===== src/hw/pmdis_pkg.sv =====
// package: register map, implemented-bit masks and timing for the module gate bank
package pmdis_pkg;
    localparam int          AXI_AW        = 5;
    localparam int          NUM_REGS      = 6;
    localparam logic [4:0]  OFS_CTRL0     = 5'h00;
    localparam logic [4:0]  OFS_CTRL1     = 5'h04;
    localparam logic [4:0]  OFS_CTRL2     = 5'h08;
    localparam logic [4:0]  OFS_CTRL3     = 5'h0C;
    localparam logic [4:0]  OFS_CTRL4     = 5'h10;
    localparam logic [4:0]  OFS_CTRL5     = 5'h14;
    localparam logic [7:0]  MASK_CTRL0    = 8'hC7;
    localparam logic [7:0]  MASK_CTRL1    = 8'h87;
    localparam logic [7:0]  MASK_CTRL2    = 8'h67;
    localparam logic [7:0]  MASK_CTRL3    = 8'h3F;
    localparam logic [7:0]  MASK_CTRL4    = 8'hF1;
    localparam logic [7:0]  MASK_CTRL5    = 8'h1E;
    localparam logic [7:0]  RST_CTRL      = 8'h00;
    localparam logic [1:0]  RESP_OKAY     = 2'b00;
    localparam logic [1:0]  RESP_SLVERR   = 2'b10;
    localparam int          NVM_WAIT_NS   = 1000;
    localparam int          CLK_PERIOD_NS = 4;
    localparam int          NVM_WAIT_CYC  = (NVM_WAIT_NS + CLK_PERIOD_NS - 1) / CLK_PERIOD_NS;

    // one level per gated peripheral, high means held off and in reset
    typedef struct packed {
        logic sysclk_net_off;
        logic voltage_ref_off;
        logic nonvol_mem_off;
        logic ref_clock_out_off;
        logic pin_change_irq_off;
        logic num_osc_off;
        logic timer_two_off;
        logic timer_one_off;
        logic timer_zero_off;
        logic dac_off;
        logic adc_off;
        logic comparator_two_off;
        logic comparator_one_off;
        logic zero_cross_off;
        logic pwm_ch6_off;
        logic pwm_ch5_off;
        logic pwm_ch4_off;
        logic pwm_ch3_off;
        logic capcomp_two_off;
        logic capcomp_one_off;
        logic serial_async_two_off;
        logic serial_async_one_off;
        logic sync_serial_two_off;
        logic sync_serial_one_off;
        logic waveform_gen_off;
        logic logic_cell4_off;
        logic logic_cell3_off;
        logic logic_cell2_off;
        logic logic_cell1_off;
    } pmdis_gate_t;
endpackage


===== src/hw/pmdis_top.sv =====
// module gate bank: axi4-lite control registers driving per-peripheral disable levels
//
// The implementer's own choices: the placing of the registers and the AXI4-Lite register port.
`timescale 1ns/10ps
module pmdis_top
    import pmdis_pkg::*;
(
    input  wire logic              I_CLK,
    input  wire logic              I_RST,
    input  wire logic              I_CE,
    input  wire logic [AXI_AW-1:0] I_AWADDR,
    input  wire logic              I_AWVALID,
    output logic                   O_AWREADY,
    input  wire logic [31:0]       I_WDATA,
    input  wire logic [3:0]        I_WSTRB,
    input  wire logic              I_WVALID,
    output logic                   O_WREADY,
    output logic [1:0]             O_BRESP,
    output logic                   O_BVALID,
    input  wire logic              I_BREADY,
    input  wire logic [AXI_AW-1:0] I_ARADDR,
    input  wire logic              I_ARVALID,
    output logic                   O_ARREADY,
    output logic [31:0]            O_RDATA,
    output logic [1:0]             O_RRESP,
    output logic                   O_RVALID,
    input  wire logic              I_RREADY,
    output pmdis_gate_t            O_GATE,
    output logic                   O_NVM_READY,
    output logic                   O_PIN_ROUTE_HOLD
);
    typedef enum logic [1:0] {
        PMDIS_W_IDLE = 2'b00,
        PMDIS_W_RESP = 2'b01
    } pmdis_wst_t;

    // byte address to register slot
    function automatic logic [2:0] pmdis_index(input logic [AXI_AW-1:0] addr);
        pmdis_index = addr[AXI_AW-1:2];
    endfunction

    // implemented positions of the addressed register; nothing for a hole in the map
    function automatic logic [7:0] pmdis_mask(input logic [AXI_AW-1:0] addr);
        case (addr)
            OFS_CTRL0: pmdis_mask = MASK_CTRL0;
            OFS_CTRL1: pmdis_mask = MASK_CTRL1;
            OFS_CTRL2: pmdis_mask = MASK_CTRL2;
            OFS_CTRL3: pmdis_mask = MASK_CTRL3;
            OFS_CTRL4: pmdis_mask = MASK_CTRL4;
            OFS_CTRL5: pmdis_mask = MASK_CTRL5;
            default:   pmdis_mask = 8'h00;
        endcase
    endfunction

    // aligned word inside the bank; anything else is answered with an error
    function automatic logic pmdis_hit(input logic [AXI_AW-1:0] addr);
        pmdis_hit = addr[1:0] == 2'b00 && pmdis_index(addr) < 3'(NUM_REGS);
    endfunction

    logic [7:0]        ctrl_reg [NUM_REGS];
    logic [7:0]        ctrl_next [NUM_REGS];
    logic [AXI_AW-1:0] awaddr_reg;
    logic [AXI_AW-1:0] awaddr_next;
    logic              aw_have_reg;
    logic              aw_have_next;
    logic [7:0]        wdata_reg;
    logic [7:0]        wdata_next;
    logic              wlane_reg;
    logic              wlane_next;
    logic              w_have_reg;
    logic              w_have_next;
    pmdis_wst_t        wst_reg;
    pmdis_wst_t        wst_next;
    logic [1:0]        bresp_reg;
    logic [1:0]        bresp_next;
    logic              rvalid_reg;
    logic              rvalid_next;
    logic [31:0]       rdata_reg;
    logic [31:0]       rdata_next;
    logic [1:0]        rresp_reg;
    logic [1:0]        rresp_next;
    pmdis_gate_t       gate_reg;
    pmdis_gate_t       gate_next;
    logic              route_reg;
    logic              route_next;
    logic [9:0]        nvm_cnt_reg;
    logic [9:0]        nvm_cnt_next;
    logic              nvm_rdy_reg;
    logic              nvm_rdy_next;
    logic              do_write;
    logic              map_hit_w;
    logic              map_hit_r;

    // write address and data are captured independently, in either order
    assign O_AWREADY        = I_CE && !aw_have_reg && wst_reg == PMDIS_W_IDLE;
    assign O_WREADY         = I_CE && !w_have_reg && wst_reg == PMDIS_W_IDLE;
    assign O_BVALID         = wst_reg == PMDIS_W_RESP;
    assign O_BRESP          = bresp_reg;
    // a read is refused while its answer stands, so reads come one gap apart
    assign O_ARREADY        = I_CE && !rvalid_reg;
    assign O_RVALID         = rvalid_reg;
    assign O_RDATA          = rdata_reg;
    assign O_RRESP          = rresp_reg;
    assign O_GATE           = gate_reg;
    assign O_NVM_READY      = nvm_rdy_reg;
    assign O_PIN_ROUTE_HOLD = route_reg;

    assign map_hit_w = pmdis_hit(awaddr_reg);
    assign map_hit_r = pmdis_hit(I_ARADDR);
    assign do_write  = aw_have_reg && w_have_reg && wst_reg == PMDIS_W_IDLE;

    always_comb begin
        awaddr_next  = awaddr_reg;
        aw_have_next = aw_have_reg;
        wdata_next   = wdata_reg;
        wlane_next   = wlane_reg;
        w_have_next  = w_have_reg;
        wst_next     = wst_reg;
        bresp_next   = bresp_reg;
        for (int i = 0; i < NUM_REGS; i++) begin
            ctrl_next[i] = ctrl_reg[i];
        end
        if (O_AWREADY && I_AWVALID) begin
            awaddr_next  = I_AWADDR;
            aw_have_next = 1'b1;
        end
        if (O_WREADY && I_WVALID) begin
            // a beat without the low lane is taken and answered but changes nothing,
            // whichever of address and data arrives first
            wdata_next  = I_WDATA[7:0];
            wlane_next  = I_WSTRB[0];
            w_have_next = 1'b1;
        end
        case (wst_reg)
            PMDIS_W_IDLE: begin
                if (do_write) begin
                    if (map_hit_w) begin
                        if (wlane_reg) begin
                            // unimplemented positions are masked on write
                            ctrl_next[pmdis_index(awaddr_reg)] =
                                wdata_reg & pmdis_mask(awaddr_reg);
                        end
                        bresp_next = RESP_OKAY;
                    end else begin
                        bresp_next = RESP_SLVERR;
                    end
                    aw_have_next = 1'b0;
                    w_have_next  = 1'b0;
                    wst_next     = PMDIS_W_RESP;
                end
            end
            PMDIS_W_RESP: begin
                if (I_BREADY) begin
                    wst_next = PMDIS_W_IDLE;
                end
            end
            default: wst_next = PMDIS_W_IDLE;
        endcase
    end

    always_comb begin
        rvalid_next = rvalid_reg;
        rdata_next  = rdata_reg;
        rresp_next  = rresp_reg;
        if (rvalid_reg && I_RREADY) begin
            rvalid_next = 1'b0;
        end
        if (O_ARREADY && I_ARVALID) begin
            rvalid_next = 1'b1;
            if (map_hit_r) begin
                rdata_next = {24'h00_0000,
                    ctrl_reg[pmdis_index(I_ARADDR)] & pmdis_mask(I_ARADDR)};
                rresp_next = RESP_OKAY;
            end else begin
                rdata_next = 32'h0000_0000;
                rresp_next = RESP_SLVERR;
            end
        end
    end

    // gate levels are registered one edge after the control write lands
    always_comb begin
        gate_next.sysclk_net_off       = ctrl_reg[0][7];
        gate_next.voltage_ref_off      = ctrl_reg[0][6];
        gate_next.nonvol_mem_off       = ctrl_reg[0][2];
        gate_next.ref_clock_out_off    = ctrl_reg[0][1];
        gate_next.pin_change_irq_off   = ctrl_reg[0][0];
        gate_next.num_osc_off          = ctrl_reg[1][7];
        gate_next.timer_two_off        = ctrl_reg[1][2];
        gate_next.timer_one_off        = ctrl_reg[1][1];
        gate_next.timer_zero_off       = ctrl_reg[1][0];
        gate_next.dac_off              = ctrl_reg[2][6];
        gate_next.adc_off              = ctrl_reg[2][5];
        gate_next.comparator_two_off   = ctrl_reg[2][2];
        gate_next.comparator_one_off   = ctrl_reg[2][1];
        gate_next.zero_cross_off       = ctrl_reg[2][0];
        gate_next.pwm_ch6_off          = ctrl_reg[3][5];
        gate_next.pwm_ch5_off          = ctrl_reg[3][4];
        gate_next.pwm_ch4_off          = ctrl_reg[3][3];
        gate_next.pwm_ch3_off          = ctrl_reg[3][2];
        gate_next.capcomp_two_off      = ctrl_reg[3][1];
        gate_next.capcomp_one_off      = ctrl_reg[3][0];
        gate_next.serial_async_two_off = ctrl_reg[4][7];
        gate_next.serial_async_one_off = ctrl_reg[4][6];
        gate_next.sync_serial_two_off  = ctrl_reg[4][5];
        gate_next.sync_serial_one_off  = ctrl_reg[4][4];
        gate_next.waveform_gen_off     = ctrl_reg[4][0];
        gate_next.logic_cell4_off      = ctrl_reg[5][4];
        gate_next.logic_cell3_off      = ctrl_reg[5][3];
        gate_next.logic_cell2_off      = ctrl_reg[5][2];
        gate_next.logic_cell1_off      = ctrl_reg[5][1];
        // the peripheral reads its level as clock gate plus local reset
        // routing selections follow the owner module; any disabled owner freezes routing edits
        route_next = |gate_next;
    end

    // settle counter after memory re-enable; memory access stays blocked meanwhile
    always_comb begin
        nvm_cnt_next = nvm_cnt_reg;
        if (gate_reg.nonvol_mem_off) begin
            nvm_cnt_next = 10'(NVM_WAIT_CYC);
        end else if (nvm_cnt_reg != 10'h000) begin
            nvm_cnt_next = nvm_cnt_reg - 10'h001;
        end
        // registered so the memory side never sees a glitch on its ready level
        nvm_rdy_next = !gate_next.nonvol_mem_off && nvm_cnt_next == 10'h000;
    end

    // clock enable low freezes every group, handshakes included
    always_ff @(posedge I_CLK or posedge I_RST) begin
        if (I_RST) begin
            for (int i = 0; i < NUM_REGS; i++) begin
                ctrl_reg[i] <= RST_CTRL;
            end
            awaddr_reg  <= '0;
            aw_have_reg <= 1'b0;
            wdata_reg   <= 8'h00;
            wlane_reg   <= 1'b0;
            w_have_reg  <= 1'b0;
            wst_reg     <= PMDIS_W_IDLE;
            bresp_reg   <= RESP_OKAY;
        end else if (I_CE) begin
            for (int i = 0; i < NUM_REGS; i++) begin
                ctrl_reg[i] <= ctrl_next[i];
            end
            awaddr_reg  <= awaddr_next;
            aw_have_reg <= aw_have_next;
            wdata_reg   <= wdata_next;
            wlane_reg   <= wlane_next;
            w_have_reg  <= w_have_next;
            wst_reg     <= wst_next;
            bresp_reg   <= bresp_next;
        end
    end

    always_ff @(posedge I_CLK or posedge I_RST) begin
        if (I_RST) begin
            rvalid_reg <= 1'b0;
            rdata_reg  <= 32'h0000_0000;
            rresp_reg  <= RESP_OKAY;
        end else if (I_CE) begin
            rvalid_reg <= rvalid_next;
            rdata_reg  <= rdata_next;
            rresp_reg  <= rresp_next;
        end
    end

    // levels follow the bank one edge later, so the write answer leads the clock stop
    always_ff @(posedge I_CLK or posedge I_RST) begin
        if (I_RST) begin
            gate_reg  <= '0;
            route_reg <= 1'b0;
        end else if (I_CE) begin
            gate_reg  <= gate_next;
            route_reg <= route_next;
        end
    end

    // memory is on after reset, so ready stands at once
    always_ff @(posedge I_CLK or posedge I_RST) begin
        if (I_RST) begin
            nvm_cnt_reg <= 10'h000;
            nvm_rdy_reg <= 1'b1;
        end else if (I_CE) begin
            nvm_cnt_reg <= nvm_cnt_next;
            nvm_rdy_reg <= nvm_rdy_next;
        end
    end
endmodule


===== config.mk =====
export PLATFORM = sky130hd
export DESIGN_NAME = pmdis_top
export DESIGN_NICKNAME = d
export VERILOG_FILES = /design/src/hw/pmdis_pkg.sv /design/src/hw/pmdis_top.sv
export SDC_FILE = /design/constraint.sdc
export NUM_CORES = 1
export LEC_CHECK = 0
export ABC_AREA = 1
export BUFFER_PORTS_ARGS = -buffer_cell sky130_fd_sc_hd__buf_2
export CORE_MARGIN = 2
export CORE_UTILIZATION = 35
export DETAILED_ROUTE_END_ITERATION = 10
export SLEW_MARGIN = 30
export SYNTH_ARGS = -nofsm -noshare
export SYNTH_HDL_FRONTEND = slang
export SYNTH_SLANG_ARGS = --single-unit

===== constraint.sdc =====
create_clock -name I_CLK -period 6.2 [get_ports I_CLK]
set_input_delay 1.86 -clock I_CLK [delete_from_list [all_inputs] [get_ports I_CLK]]
set_output_delay 1.86 -clock I_CLK [all_outputs]
set_load 0.005 [all_outputs]

==> summary.md <==
| Metric | Value |
|---|---|
| Outcome | `completed` |
| Total track usage | `16.07%` |
| DRT Wirelength | `11,110 microns` |
| Post-synthesis area per instance | `8.628 sq um` |
| Hold Buf Count CTS | `0` |
| Max clock buf depth | `2` |
| Slew Viols, Final | `0` |
| Mapped Area | `4815 sq um` |
| Max FFs per register | `31` |
| Routed vias/inst | `4.763` |
| Clock Skew | `8.349 ps` |
| Post-synth EDFFs | `0` |
| Crit path max fanout | `20` |
| GRT overflow | `0` |
| Register area | `2504 sq um` |
| Non-filler cells, final | `803` |
| Starting Density | `36.07%` |
| Post-route clock period utilization | `77.22%` |
| Drt pass-1 iters | `6` |
| Hold Path Class | `flop to flop` |
| Worst r2r src | `nvm_cnt_reg[0]` |
| Number of max-cap violations | `0` |
| Ranking of synthesized cells by area | `dfrtp_1, nand2_1, o21ai_0, buf_4, inv_1` |
| CP Class | `primary input to output pin` |
| FILL cells | `1,377` |
| Top-level port count | `126` |
| WL per Instance | `13.83 microns` |
| Syn. warnings | `0` |
| Antenna violations before repair | `0` |
| Depth of the worst hold-timing path | `2` |
| Highest clock rate | `208.9 MHz` |
| Leakage | `2.755 nW` |
| Clock H-tree levels | `3` |
| Peak VDD IR | `0.1550 mV` |
| Hold Crit Start | `O_GATE[0]` |
| TritonCTS Sinks | `100` |
| Clk network pwr share | `30.1%` |
| Area after DPL | `5200 sq um` |
| Combinational Power Share | `23.1%` |
| Part of the power in registers | `46.8%` |
| Arrival time worst endpoint | `2930 ps` |
| CTS root buffer | `clkbuf_16` |
| RSZ-0062 raised after global routing | `false` |
| Num CTS Buffers | `9` |
| Starting DRT DRC Count | `228` |
| Core ar. | `13,350 sq um` |
| Design Area, Final | `5485 sq um` |
| Multi-input gate area | `1888 sq um` |
| CTS tree | `done` |
| Final nets | `678` |
| Drt drc | `0` |
| Setup TNS | `0 ps` |
| First-pass GRT wire length | `18,340 microns` |
| Area growth syn-to-layout | `13.93%` |
| Final HPWL DP | `8174 microns` |
| Via count | `3,825` |
| Post-CTS Setup Bufs | `0` |
| Clk slew on worst S/H paths | `60 ps` |
| Antenna-violating nets left | `0` |
| Post-Synthesis Cells | `558` |
| Yosys cell types | `42` |
| Vias in the first global route | `3,710` |
| Slew HR | `44.82%` |
| Final Power | `1.834 mW` |
| NetSw | `0.6055 mW` |
| Total Die Area | `14,710 sq um` |
| Die W | `121.3 microns` |
| Slew @ Worst Pin | `827.7 ps` |
| Dominant cell type by area after synthesis | `dfrtp_1` |
| Hold endpoint | `O_GATE[0]` |
| Setup crit start kind | `primary input` |
| Synth top area share | `51.46%` |
| Power density cells | `334.3 nW/um^2` |
| Port bufs | `72` |
| Tmin final | `4788 ps` |
| Reg2reg path depth | `10` |
| Share of cells above drive strength 1 | `20.73%` |
| Ant diodes | `0` |
| Largest net degree at the start of global routing | `68` |
| Sequential area share after synthesis | `52.00%` |
| Routability cong. | `0.8808` |
| Worst-skew pair later-pin latency | `350 ps` |
| Worst Path Required | `4340 ps` |
| Die Ht | `121.3 microns` |
| Row count | `42` |
| Reg2Reg Setup Slack | `4480 ps` |
| Fin. Hold Viols | `0` |
| Final setup violation count | `0` |
| Switching share of power | `33.02%` |
| Ys flop type | `dfrtp_1` |
| Register bit total from synthesis | `100` |
| Pint | `1.228 mW` |
| Crit. End Element | `output pin` |
| Share of flip-flops with an asynchronous set or reset | `100.0%` |
| Post-cts resize count | `0` |
| Dpl cells | `788` |
| RR Endpoint | `O_NVM_READY` |
[worst max-delay path by stage]
stage / startpoint / end / slack, ps / cells past startpoint
after floorplan: I_RST / O_BRESP[1] / 1720 / 1
after global routing: I_CE / O_AWREADY / 1340 / 6
after CTS: I_CE / O_AWREADY / 1380 / 6
after detailed placement: I_CE / O_AWREADY / 1380 / 6
final: I_CE / O_AWREADY / 1410 / 6
after global placement: I_CE / O_WREADY / 1440 / 6
[metrics by stage]
step                setup slack (ps)  hold slack [ps]  util, %
floorplan                       1723            436.5        -
global placement                1437            449.1    38.96
detailed placement              1382            453.0    38.96
CTS                             1378            470.1    41.09
global route                    1336            502.5    41.09
finish                          1412            470.3    41.09
[cells in the mapped netlist (all sizes together), types with 2 or more instances]
cell / instances
a21oi: 13
o21ai: 86
inv: 55
nor2: 34
o32ai: 2
nand2: 166
dfrtp: 99
clkbuf: 6
nor3: 2
a32o: 4
buf: 39
o22ai: 3
o211ai: 2
xor2: 2
nand4: 7
nand3: 22
nor4: 5
[kinds of logic after synthesis]
| logic type | count (synthesis) | synth area share (%) |
|---|---|---|
| AND/OR/NAND/NOR | 238 | 21.70 |
| AO/OA/AOI/OAI | 115 | 14.87 |
| buffers and inverters | 101 | 10.73 |
| flip-flops | 100 | 52.00 |
| XOR/XNOR | 2 | 0.3639 |
| adder cells (fa/ha/maj) | 1 | 0.2598 |
| other | 1 | 0.07789 |
[power by group through the flow]
| stage | clock [mW] | combinational, mW | sequential [mW] |
|---|---|---|---|
| floorplan | 0 | 0.317 | 0.846 |
| global placement | 0 | 0.418 | 0.865 |
| detailed placement | 0 | 0.427 | 0.868 |
| CTS | 0.569 | 0.428 | 0.857 |
| global route | 0.601 | 0.489 | 0.873 |
| finish | 0.552 | 0.423 | 0.858 |
[layout by cell type, fill, tap and decap left out, types with 2 or more instances in the layout]
master	instances
o22ai_1	3
buf_4	2
inv_2	2
conb_1	26
nand2_1	161
nand3_2	4
nor2_4	3
nor2_2	3
dfrtp_1	99
a21oi_1	13
o32ai_1	2
nor2_1	28
xor2_1	2
nand2_2	4
o21ai_0	54
nand3_1	18
inv_1	52
nor4_1	4
clkbuf_16	9
o21ai_1	10
o21ai_2	21
a32o_1	4
nand4_1	7
o211ai_1	2
buf_2	72
clkbuf_1	3
[critical path, stage by stage]
cell	delay, ps
buf_2	370
inv_2	210
nor2_4	140
inv_1	60
nor2_1	140
buf_2	140
[layout make-up]
type,instances,share of cell area (%)
sequential,100,45.64
multi-input combinational,382,34.42
timing repair buffer,74,6.843
clock buffer,13,4.562
tap,176,4.015
inverter,56,3.878
clock inverter,2,0.6387
[layer usage]
metal | vias to the layer above | track usage [%] | part of all wire, % | wire [microns]
met1 | 1801 | 21.75 | 49 | 5388
li1 | 1891 | - | - | -
met4 | 0 | 4.670 | 1.5 | 167
met5 | - | 0 | 0 | 0
met3 | 12 | 4.746 | 5.5 | 616
met2 | 121 | 25.04 | 44 | 4935
No activity file was read; power rests on OpenSTA's default activity.
